**src/hw/rwcrd_pkg.sv**
```systemverilog
// Constants and types for the reset-word clock ratio decoder
package rwcrd_pkg;

  // ----------------------------------------------------------------
  // Sizes
  // ----------------------------------------------------------------
  localparam int CORE_COUNT = 4;
  localparam int ADDR_W = 8;

  // ----------------------------------------------------------------
  // Register offsets (byte addresses)
  // ----------------------------------------------------------------
  localparam logic [7:0] CTRL_OFFS = 8'h00;
  localparam logic [7:0] STATUS_OFFS = 8'h04;
  localparam logic [7:0] CORE_OFFS = 8'h08;
  localparam logic [7:0] MEM_OFFS = 8'h0c;

  // ----------------------------------------------------------------
  // Field positions
  // ----------------------------------------------------------------
  localparam int CTRL_RELOAD_BIT = 0;
  localparam int STATUS_MEM_ERR_BIT = 4;
  localparam int STATUS_MISUSE_BIT = 5;
  localparam int STATUS_SYNC_BIT = 8;
  localparam int STATUS_LOADED_BIT = 9;
  localparam int CORE_CODE_POS = 4;
  localparam int MEM_RANGE_POS = 8;
  localparam int MEM_SYNC_POS = 12;
  localparam int MEM_CODE_POS = 16;

  // ----------------------------------------------------------------
  // Core complex selection codes
  // ----------------------------------------------------------------
  localparam logic [3:0] CODE_PLL1_DIV1 = 4'h0;
  localparam logic [3:0] CODE_PLL1_DIV2 = 4'h1;
  localparam logic [3:0] CODE_PLL2_DIV1 = 4'h4;
  localparam logic [3:0] CODE_PLL2_DIV2 = 4'h5;
  // Complexes at or above this index use the second table
  localparam int SECOND_TABLE_FIRST = 2;

  // ----------------------------------------------------------------
  // Memory ratio codes; in async mode the code equals the ratio
  // ----------------------------------------------------------------
  localparam logic [31:0] MEM_ASYNC_VALID_MASK = 32'h0005_3760;
  localparam logic [4:0] MEM_SYNC_CODE_1TO1 = 5'h01;
  localparam logic [4:0] MEM_RATIO_NONE = 5'h00;

  // ----------------------------------------------------------------
  // Bus answers
  // ----------------------------------------------------------------
  localparam logic [1:0] RESP_OKAY = 2'h0;
  localparam logic [1:0] RESP_SLVERR = 2'h2;

  // ----------------------------------------------------------------
  // Types
  // ----------------------------------------------------------------
  typedef struct packed {
    logic [CORE_COUNT-1:0][3:0] core_complex_clock_code;
    logic [4:0] memory_clock_ratio;
    logic [1:0] mem_pll_range;
    logic mem_sync_select;
    logic mem_rate_select;
    logic memory_reserved_zero;
  } rwcrd_word_t;

  typedef struct packed {
    logic pll_two;
    logic div_two;
    logic reserved;
  } rwcrd_core_t;

  typedef enum logic [1:0] {
    LD_IDLE = 2'b01,
    LD_CAPTURE = 2'b10
  } rwcrd_ld_t;

  typedef struct packed {
    logic awvalid;
    logic [ADDR_W-1:0] awaddr;
    logic wvalid;
    logic [31:0] wdata;
    logic [3:0] wstrb;
    logic bready;
    logic arvalid;
    logic [ADDR_W-1:0] araddr;
    logic rready;
  } rwcrd_axi_req_t;

  typedef struct packed {
    logic awready;
    logic wready;
    logic bvalid;
    logic [1:0] bresp;
    logic arready;
    logic rvalid;
    logic [31:0] rdata;
    logic [1:0] rresp;
  } rwcrd_axi_rsp_t;

endpackage

```
**src/hw/rwcrd_decoder.sv**
```systemverilog
// Reset-word clock ratio decoder with AXI4-Lite register access
// Notes on behaviour
// - Each core complex decodes its own selection code independently.
// - First table: 0000 PLL1/1, 0001 PLL1/2, 0100 PLL2/1; others reserved.
// - Second table: 0000 PLL1/1, 0100 PLL2/1, 0101 PLL2/2; others reserved.
// - Memory clock is async to system clock or sync to platform clock.
// - Async ratio codes give 5,6,8,9,10,12,13,16,18 to one; others reserved.
// - Sync mode supports only code 0_0001, one to one; others reserved.
`timescale 1ns/1ps
module rwcrd_decoder
  import rwcrd_pkg::*;
(
  // Clock, reset, enable
  input wire logic clk,
  input wire logic reset_n,
  input wire logic ce,
  // Reset configuration word fields
  input wire rwcrd_pkg::rwcrd_word_t reset_configuration_word,
  // Register bus
  input wire rwcrd_pkg::rwcrd_axi_req_t axi_req,
  output rwcrd_pkg::rwcrd_axi_rsp_t axi_rsp,
  // Decoded clock selections
  output logic [rwcrd_pkg::CORE_COUNT-1:0] core_pll_two,
  output logic [rwcrd_pkg::CORE_COUNT-1:0] core_div_two,
  output logic [4:0] mem_ratio,
  output logic mem_sync_mode,
  output logic [1:0] mem_pll_range,
  output logic config_error,
  output logic config_loaded
);
  import rwcrd_pkg::*;

  // ----------------------------------------------------------------
  // Decode functions
  // ----------------------------------------------------------------
  function automatic rwcrd_core_t core_decode(input logic second,
                                              input logic [3:0] code);
    rwcrd_core_t r;
    r = '{pll_two: 1'b0, div_two: 1'b0, reserved: 1'b1};
    if (code == CODE_PLL1_DIV1)
      r.reserved = 1'b0;
    else if (code == CODE_PLL2_DIV1)
      r = '{pll_two: 1'b1, div_two: 1'b0, reserved: 1'b0};
    else if (!second && code == CODE_PLL1_DIV2)
      r = '{pll_two: 1'b0, div_two: 1'b1, reserved: 1'b0};
    else if (second && code == CODE_PLL2_DIV2)
      r = '{pll_two: 1'b1, div_two: 1'b1, reserved: 1'b0};
    return r;
  endfunction

  function automatic logic mem_code_ok(input logic sync,
                                       input logic [4:0] code);
    return sync ? (code == MEM_SYNC_CODE_1TO1)
                : MEM_ASYNC_VALID_MASK[code];
  endfunction

  // ----------------------------------------------------------------
  // State
  // ----------------------------------------------------------------
  rwcrd_ld_t ld_q, ld_d;
  rwcrd_word_t raw_q;
  logic [CORE_COUNT-1:0] pll_two_q, div_two_q, core_err_q, core_err_d;
  logic [4:0] ratio_q;
  logic sync_q, mem_err_q, mem_err_d, misuse_q, misuse_d, loaded_q;
  logic [1:0] range_q;
  logic cfg_err_q;
  logic awready_q, bvalid_q, arready_q, rvalid_q;
  logic [1:0] bresp_q, rresp_q;
  logic [31:0] rdata_q;

  // ----------------------------------------------------------------
  // Word decode
  // ----------------------------------------------------------------
  wire logic capture = ce && ld_q == LD_CAPTURE;
  wire rwcrd_word_t w = reset_configuration_word;
  wire logic in_sync = w.mem_sync_select;
  wire logic mem_ok = mem_code_ok(in_sync, w.memory_clock_ratio);
  wire logic [4:0] ratio_dec = !mem_ok ? MEM_RATIO_NONE
                              : in_sync ? 5'h01 : w.memory_clock_ratio;
  wire logic misuse_set = w.memory_reserved_zero
                          || (!in_sync && w.mem_rate_select);
  rwcrd_core_t [CORE_COUNT-1:0] core_dec;

  genvar gi;
  generate
    for (gi = 0; gi < CORE_COUNT; gi++)
    begin : g_core
      assign core_dec[gi] = core_decode(gi >= SECOND_TABLE_FIRST,
        w.core_complex_clock_code[gi]);
    end
  endgenerate

  // ----------------------------------------------------------------
  // Register bus decode
  // ----------------------------------------------------------------
  wire logic wr_go = ce && awready_q;
  wire logic rd_go = ce && arready_q;
  wire logic wr_hit_ctrl = axi_req.awaddr == CTRL_OFFS;
  wire logic wr_hit_stat = axi_req.awaddr == STATUS_OFFS;
  wire logic wr_ok = wr_hit_ctrl || wr_hit_stat
                     || axi_req.awaddr == CORE_OFFS
                     || axi_req.awaddr == MEM_OFFS;
  wire logic reload = wr_go && wr_hit_ctrl && axi_req.wstrb[0]
                      && axi_req.wdata[CTRL_RELOAD_BIT];
  wire logic clr_go = wr_go && wr_hit_stat && axi_req.wstrb[0];
  wire logic [7:0] clr_bits = clr_go ? axi_req.wdata[7:0] : 8'h00;

  logic [31:0] stat_word, core_word, mem_word, rd_word;
  logic rd_ok;
  always_comb
  begin
    stat_word = 32'h0;
    stat_word[CORE_COUNT-1:0] = core_err_q;
    stat_word[STATUS_MEM_ERR_BIT] = mem_err_q;
    stat_word[STATUS_MISUSE_BIT] = misuse_q;
    stat_word[STATUS_SYNC_BIT] = sync_q;
    stat_word[STATUS_LOADED_BIT] = loaded_q;
    core_word = 32'h0;
    for (int i = 0; i < CORE_COUNT; i++)
    begin
      core_word[8*i] = pll_two_q[i];
      core_word[8*i+1] = div_two_q[i];
      core_word[8*i+CORE_CODE_POS +: 4] = raw_q.core_complex_clock_code[i];
    end
    mem_word = 32'h0;
    mem_word[4:0] = ratio_q;
    mem_word[MEM_RANGE_POS +: 2] = range_q;
    mem_word[MEM_SYNC_POS] = sync_q;
    mem_word[MEM_CODE_POS +: 5] = raw_q.memory_clock_ratio;
    rd_ok = 1'b1;
    unique case (axi_req.araddr)
      CTRL_OFFS: rd_word = 32'h0;
      STATUS_OFFS: rd_word = stat_word;
      CORE_OFFS: rd_word = core_word;
      MEM_OFFS: rd_word = mem_word;
      default:
      begin
        rd_word = 32'h0;
        rd_ok = 1'b0;
      end
    endcase
  end

  // ----------------------------------------------------------------
  // Loader and error flags (set wins over write-one-to-clear)
  // ----------------------------------------------------------------
  always_comb
  begin
    ld_d = ld_q;
    unique case (ld_q)
      LD_IDLE: if (reload) ld_d = LD_CAPTURE;
      LD_CAPTURE: if (ce) ld_d = LD_IDLE;
    endcase
  end

  generate
    for (gi = 0; gi < CORE_COUNT; gi++)
    begin : g_err
      assign core_err_d[gi] = (capture && core_dec[gi].reserved)
        || (core_err_q[gi] && !clr_bits[gi]);
    end
  endgenerate
  assign mem_err_d = (capture && !mem_ok)
    || (mem_err_q && !clr_bits[STATUS_MEM_ERR_BIT]);
  assign misuse_d = (capture && misuse_set)
    || (misuse_q && !clr_bits[STATUS_MISUSE_BIT]);

  always_ff @(posedge clk or negedge reset_n)
  begin
    if (!reset_n)
    begin
      ld_q <= LD_CAPTURE;
      core_err_q <= '0;
      mem_err_q <= 1'b0;
      misuse_q <= 1'b0;
      cfg_err_q <= 1'b0;
    end
    else if (ce)
    begin
      ld_q <= ld_d;
      core_err_q <= core_err_d;
      mem_err_q <= mem_err_d;
      misuse_q <= misuse_d;
      cfg_err_q <= |core_err_d || mem_err_d;
    end
  end

  // ----------------------------------------------------------------
  // Decoded selections, captured once per load
  // ----------------------------------------------------------------
  always_ff @(posedge clk or negedge reset_n)
  begin
    if (!reset_n)
    begin
      raw_q <= '0;
      pll_two_q <= '0;
      div_two_q <= '0;
      ratio_q <= MEM_RATIO_NONE;
      sync_q <= 1'b0;
      range_q <= 2'h0;
      loaded_q <= 1'b0;
    end
    else if (capture)
    begin
      raw_q <= w;
      for (int i = 0; i < CORE_COUNT; i++)
      begin
        pll_two_q[i] <= core_dec[i].pll_two;
        div_two_q[i] <= core_dec[i].div_two;
      end
      ratio_q <= ratio_dec;
      sync_q <= in_sync;
      range_q <= w.mem_pll_range;
      loaded_q <= 1'b1;
    end
  end

  // ----------------------------------------------------------------
  // AXI4-Lite slave
  // ----------------------------------------------------------------
  always_ff @(posedge clk or negedge reset_n)
  begin
    if (!reset_n)
    begin
      awready_q <= 1'b0;
      bvalid_q <= 1'b0;
      bresp_q <= RESP_OKAY;
      arready_q <= 1'b0;
      rvalid_q <= 1'b0;
      rresp_q <= RESP_OKAY;
      rdata_q <= 32'h0;
    end
    else if (ce)
    begin
      awready_q <= !awready_q && !bvalid_q
                   && axi_req.awvalid && axi_req.wvalid;
      if (wr_go)
      begin
        bvalid_q <= 1'b1;
        bresp_q <= wr_ok ? RESP_OKAY : RESP_SLVERR;
      end
      else if (axi_req.bready)
        bvalid_q <= 1'b0;
      arready_q <= !arready_q && !rvalid_q && axi_req.arvalid;
      if (rd_go)
      begin
        rvalid_q <= 1'b1;
        rdata_q <= rd_word;
        rresp_q <= rd_ok ? RESP_OKAY : RESP_SLVERR;
      end
      else if (axi_req.rready)
        rvalid_q <= 1'b0;
    end
  end

  assign axi_rsp = '{awready: awready_q, wready: awready_q,
                     bvalid: bvalid_q, bresp: bresp_q,
                     arready: arready_q, rvalid: rvalid_q,
                     rdata: rdata_q, rresp: rresp_q};
  assign core_pll_two = pll_two_q;
  assign core_div_two = div_two_q;
  assign mem_ratio = ratio_q;
  assign mem_sync_mode = sync_q;
  assign mem_pll_range = range_q;
  assign config_error = cfg_err_q;
  assign config_loaded = loaded_q;
endmodule

```
**config.mk**
```make
export PLATFORM = sky130hd
export DESIGN_NAME = rwcrd_decoder
export DESIGN_NICKNAME = d
export VERILOG_FILES = /design/src/hw/rwcrd_pkg.sv /design/src/hw/rwcrd_decoder.sv
export SDC_FILE = /design/constraint.sdc
export NUM_CORES = 1
export LEC_CHECK = 0
export BUFFER_PORTS_ARGS = -buffer_cell sky130_fd_sc_hd__buf_2
export CORE_ASPECT_RATIO = 1.75
export CORE_MARGIN = 10
export CORE_UTILIZATION = 35
export DETAILED_ROUTE_END_ITERATION = 7
export GPL_ROUTABILITY_DRIVEN = 0
export PLACE_DENSITY = 0.67
export SYNTH_ARGS = -nofsm -noshare
export SYNTH_HDL_FRONTEND = slang
export SYNTH_SLANG_ARGS = --single-unit
```
**constraint.sdc**
```tcl
create_clock -name clk -period 3.4 [get_ports clk]
set_input_delay 0.17 -clock clk [delete_from_list [all_inputs] [get_ports clk]]
set_output_delay 0.17 -clock clk [all_outputs]
set_load 0.05 [all_outputs]
```
Word-level counts from Yosys, hierarchy flattened
Memories as Yosys holds them, arrays and structs flattened.
Cells that the tools add are included.
{"block": "totals", "regBits": 87, "in_bits": 86, "out_inout_bits": 59, "rom_bits": 32, "word_cells": 138, "mem_count": 1}
{"memory": "(no name shown)", "depth": 32, "word_bits": 1, "read_ports": 1, "rd_clocked_by_memory_dff": 0, "wr": 0, "line_no": "rwcrd_decoder.sv:54", "rtl": ": MEM_ASYNC_VALID_MASK[code];"}
{"block": "op_classes", "eq_ne": 18, "muxes": 31, "magnitude_cmp": 1, "reduce_logical": 64}
{"op": "case mux 32 bit (3 select lines)", "n": 1}
{"op": "equality test 8 x 4 -> 1 bit, second input constant", "n": 4}
{"op": "logical AND 1 bit", "n": 26}
{"op": "equality test 4 x 3 -> 1 bit, second input constant", "n": 6}
{"op": "two-way mux 2 bit", "n": 9}
{"op": "two-way mux 3 bit", "n": 6}
{"op": "equality test 8 x 3 -> 1 bit, second input constant", "n": 2}
{"op": "zero test 4 bit", "n": 4}
{"op": "zero test 8 bit", "n": 2}
{"op": "zero test 1 bit", "n": 12}
{"op": "logical OR 1 bit", "n": 11}
{"op": "two-way mux 1 bit", "n": 11}
{"op": "two-way mux 5 bit", "n": 2}
{"op": "AND reduction 2 bit", "n": 5}
{"op": "equality test 4 x 1 -> 1 bit, second input constant", "n": 2}
{"op": "OR reduction 4 bit", "n": 2}
{"op": "less-than comparator 5 x 6 -> 1 bit, second input constant", "n": 1}
{"op": "two-way mux 6 bit", "n": 1}
{"op": "equality test 5 x 1 -> 1 bit, second input constant", "n": 1}
{"op": "case mux 2 bit (2 select lines)", "n": 1}
{"op": "nonzero test 2 bit", "n": 2}
{"op": "equality test 2 x 1 -> 1 bit, second input constant", "n": 1}
{"op": "equality test 2 bit, second input constant", "n": 1}
{"op": "!= test 2 bit, second input constant", "n": 1}

Longest topological paths before layout
{"block": "depth", "depth_word": 9, "depth_mapped": 7, "depth_no_buf": 7}

Least setup slack after synthesis
No wires, ideal clock.
{"block": "synth_path", "kind": "flip-flop to flip-flop", "startpoint": "register awready_q", "endpoint": "register cfg_err_q, in the netlist config_error", "n_path_buf": 0, "path_stages_with_launch": 6, "synth_period_minus_slack_ns": 1.562, "required_ns": 3.276, "setup_ns": 0.124, "slack_ns": 1.838, "t_arrival_ns": 1.438, "path_cell_list": "dfrtp_1 and4bb_1 and4_1 nand2_1 a22o_1 o31a_1"}
{"block": "synth_between", "elab_chain_cells": 9, "word_cells_on_any_way": 21, "cone_classes": "mux: 1; reduce/logical: 20"}
{"element": "start, declared", "line_no": "rwcrd_decoder.sv:67", "rtl": "logic awready_q, bvalid_q, arready_q, rvalid_q;"}
{"element": "start signal, assigned", "line_no": "rwcrd_decoder.sv:235", "rtl": "awready_q <= !awready_q && !bvalid_q"}
{"element": "logical AND 1 bit (*)", "line_no": "rwcrd_decoder.sv:96", "rtl": "wire logic wr_go = ce && awready_q;"}
{"element": "logical AND 1 bit (*) (2 in series)", "line_no": "rwcrd_decoder.sv:105", "rtl": "wire logic clr_go = wr_go && wr_hit_stat && axi_req.wstrb[0];"}
{"element": "two-way mux 6 bit (*)", "line_no": "rwcrd_decoder.sv:106", "rtl": "wire logic [7:0] clr_bits = clr_go ? axi_req.wdata[7:0] : 8'h00;"}
{"element": "zero test 1 bit", "line_no": "rwcrd_decoder.sv:160", "rtl": "|| (core_err_q[gi] && !clr_bits[gi]);"}
{"element": "logical AND 1 bit", "line_no": "rwcrd_decoder.sv:160"}
{"element": "logical OR 1 bit", "line_no": "rwcrd_decoder.sv:160"}
{"element": "OR reduction 4 bit", "line_no": "rwcrd_decoder.sv:184", "rtl": "cfg_err_q <= |core_err_d || mem_err_d;"}
{"element": "logical OR 1 bit (*)", "line_no": "rwcrd_decoder.sv:184"}
{"element": "end signal, assigned", "line_no": "rwcrd_decoder.sv:184"}
{"element": "end, declared", "line_no": "rwcrd_decoder.sv:66", "rtl": "logic cfg_err_q;"}
Mark *: on every way between the ends. The rest lies on a longest branch, timed or not.
A chain may end at the register's enable or synchronous reset.

Worst setup path in the final report
{"block": "layout_path", "startpoint": "register ld_q[1]", "endpoint": "register div_two_q[2], in the netlist core_div_two[2]"}
{"block": "layout_between", "elab_chain_cells": 2}
{"element": "start, declared", "line_no": "rwcrd_decoder.sv:60", "rtl": "rwcrd_ld_t ld_q, ld_d;"}
{"element": "start signal, assigned", "line_no": "rwcrd_decoder.sv:180", "rtl": "ld_q <= ld_d;"}
{"element": "equality test 2 bit", "line_no": "rwcrd_decoder.sv:74", "rtl": "wire logic capture = ce && ld_q == LD_CAPTURE;"}
{"element": "logical AND 1 bit", "line_no": "rwcrd_decoder.sv:74"}
{"element": "end signal, assigned by index", "line_no": "rwcrd_decoder.sv:209", "rtl": "div_two_q[i] <= core_dec[i].div_two;"}
{"element": "end, declared", "line_no": "rwcrd_decoder.sv:62", "rtl": "logic [CORE_COUNT-1:0] pll_two_q, div_two_q, core_err_q, core_err_d;"}
Every way passes these cells.

==> run metrics <==
outcome completed; detailed placement HPWL between 8 and 9 mm; minimum clock period 1.89 ns; gr usage total 0.139; Worst Tran Pin Value a little over 1 ns; drt initial violations 141; combinational share of power 0.274; Post-Place Cells around 580; Cell variety after synth 47; # rows 49; ys async rst share 1.00; R2R Path Start ld_q[1]; Pint approximately 2.1 mW; RSZ-0062 raised after global routing false; Syn Std Cell Area between 3000 and 4000 um2; Finished Layout Cells just under 600; setup TNS 0 ns; Longest Clk Path Bufs 2; area of the multi-input gates about 1400 um2; clk sinks 81; Max Fanout on Critical Path 21; Top delay family on crit path simple AND/OR/NAND/NOR gates; ant diodes 0; Port Buffers between 100 and 150; GRT Residual Overflow 0; sequential share of power 0.402; Die Y roughly 160 um; share of the synthesized area in the top cell type 0.539; Max VDD drop ~0.35 mV; critical path class flip-flop to flip-flop; Reg2Reg Setup Slack between 1.5 and 2 ns; Skew-Pair Late Insertion Delay about 0.34 ns; synthesized area per cell around 9.9 um2; Slew headroom 0.324; Critical path origin ld_q[1]; Synth Flop Type dfrtp_1; Buf/Inv on CP 1; worst setup margin 1.51 ns; die area roughly 15000 um2; slowest CP cell dfstp_2; fill count just over 1000; H-tree Lvls 3; final period utilization 0.556; CTS resizes 0; Max Cap Viol 0; number of post-CTS setup repair buffers 0; layout cells sized above 1 0.322; register area 2030 um2; RR Endpoint core_div_two[2]; Power Density between 700 and 800 nW/um2; root buf cell clkbuf_16; Critical Path Max Stage Delay ~0.55 ns; Tot Pwr ~3.3 mW; r2r worst-path depth 5; P_leak around 2.4 nW; min-delay worst type input pin to asynchronous set/reset pin; largest net degree at the start of global routing 82; Sw Ratio 0.361; crit path DAT 2.16 ns; Vias about 3000; Startpoint Class flip-flop; Final Setup Violations 0; Post-synth EDFFs 0; flops & latches, synth roughly 80; Clock transition at path regs ~0.06 ns; via/cell ratio around 5; Top Ports between 100 and 150; Initial DRT Pass Iterations 4; Final Hold Viols 0; initial antenna violation count 0; utilization after layout 0.438; Die X 97.9 um; power share of the clock group 0.323; YS warnings 0; Routed WL between 10 and 15 mm; number of global-route vias before repair roughly 3200; post-synth top area cell dfrtp_1; Required @ worst endpoint approximately 3.7 ns; Peak Freq around 0.53 GHz; CTS Hold Bufs 0; CTS Buf Count 9; synth top area cells dfrtp_1 (54%), nand2_1 (12%), buf_4 (5.3%); sequential share of the synthesized area 0.546; Mapped Cells 374; switching pwr approximately 1.2 mW; first-pass GRT wire length between 15 and 20 mm; Setup crit end kind flip-flop; Layout Nets 549; crit-path cells nand2_1 -> nor2_2 -> buf_4 -> and3_1 -> a22o_1; Slew Viols, Final 0; Placeable Area 10400 um2; CTS tree yes; Routed WL per cell around 18 um; dpl ws 1.51 ns; initial core utilization 0.358; Clock Skew approximately 0.0076 ns; Detail Route Antenna Nets 0; area growth from synthesis to layout 22.2%; # DRC 0
worst max path at each step:
stage                            endpoint  cells past startpoint
final                     core_div_two[2]                      5
after global routing      core_div_two[2]                      5
after CTS                 core_div_two[2]                      5
after detailed placement  core_div_two[2]                      5
after global placement    core_div_two[2]                      5
after floorplan              config_error                      5
cell type report:
| cell class | count | area share |
|---|---|---|
| Sequential cell | 81 | 0.447 |
| Multi-Input combinational cell | 249 | 0.312 |
| Timing Repair Buffer | 113 | 0.127 |
| Clock buffer | 12 | 0.0565 |
| Tap cell | 127 | 0.0350 |
| Clock inverter | 4 | 0.0163 |
| Inverter | 7 | 0.00579 |
per-layer routing:
| metal | GRT usage | vias to the layer above | part of all wire |
|---|---|---|---|
| met1 | 0.144 | 1417 | 0.38 |
| met2 | 0.243 | 103 | 0.52 |
| met3 | 0.0485 | 13 | 0.067 |
| li1 | - | 1421 | - |
| met5 | 0 | - | 0 |
| met4 | 0.0675 | 0 | 0.027 |
power by group through the flow:
stage | Sequential [mW] | Combinational (mW) | Clock (mW)
2_1_floorplan | 1.33 | 0.736 | 0
6_report | 1.33 | 0.909 | 1.07
3_5_place_dp | 1.35 | 0.918 | 0
4_1_cts | 1.34 | 0.923 | 1.10
3_3_place_gp | 1.35 | 0.899 | 0
5_1_grt | 1.36 | 1.01 | 1.14
cells by family (layout without fill, tap and decap cells):
logic type,after synthesis,after routing,synth area share
AND/OR/NAND/NOR,158,158,0.201
flip-flops,81,81,0.546
AO/OA/AOI/OAI,71,71,0.133
buffers and inverters,49,136,0.0785
multiplexers,12,12,0.0340
adder cells (fa/ha/maj),2,2,0.00674
other,1,6,0.00101
synth_stat cells, drive strengths merged, types with 3 or more instances:
master and n:
a21o 4, a21oi 9, a22o 22, a22oi 5, and3 3, buf 31, clkbuf 11, dfrtp 80
inv 7, mux2 5, mux2i 7, nand2 117, nand3 3, nand4b 4, nor2 8, nor4 3
o21ai 24
cells in the final DEF (no fill, tap or decap), types with 6 or more instances in the layout:
| master | count |
|---|---|
| a22o_1 | 13 |
| conb_1 | 6 |
| mux2i_1 | 7 |
| o21ai_0 | 24 |
| clkbuf_16 | 9 |
| a22o_2 | 9 |
| inv_1 | 7 |
| buf_2 | 108 |
| nor2_1 | 6 |
| a21oi_1 | 9 |
| dfrtp_1 | 80 |
| nand2_1 | 116 |
registers in the layout, indices dropped and copies added, names as in the netlist, 2 cells and up:
register,count
mem_pll_range,2
mem_word,5
core_div_two,4
ld_q,2
core_word,16
mem_ratio,5
core_err_q,4
rdata_q,28
core_pll_two,4
through the flow:
step	area (um2)	hold WS, ns
after global placement	4210	0.365
after floorplan	3730	-0.126
after detailed placement	4210	0.367
after global routing	4540	0.0385
after CTS	4540	0.0138
final	4540	0.00413
Note: power is estimated with default switching activity, not from simulation.
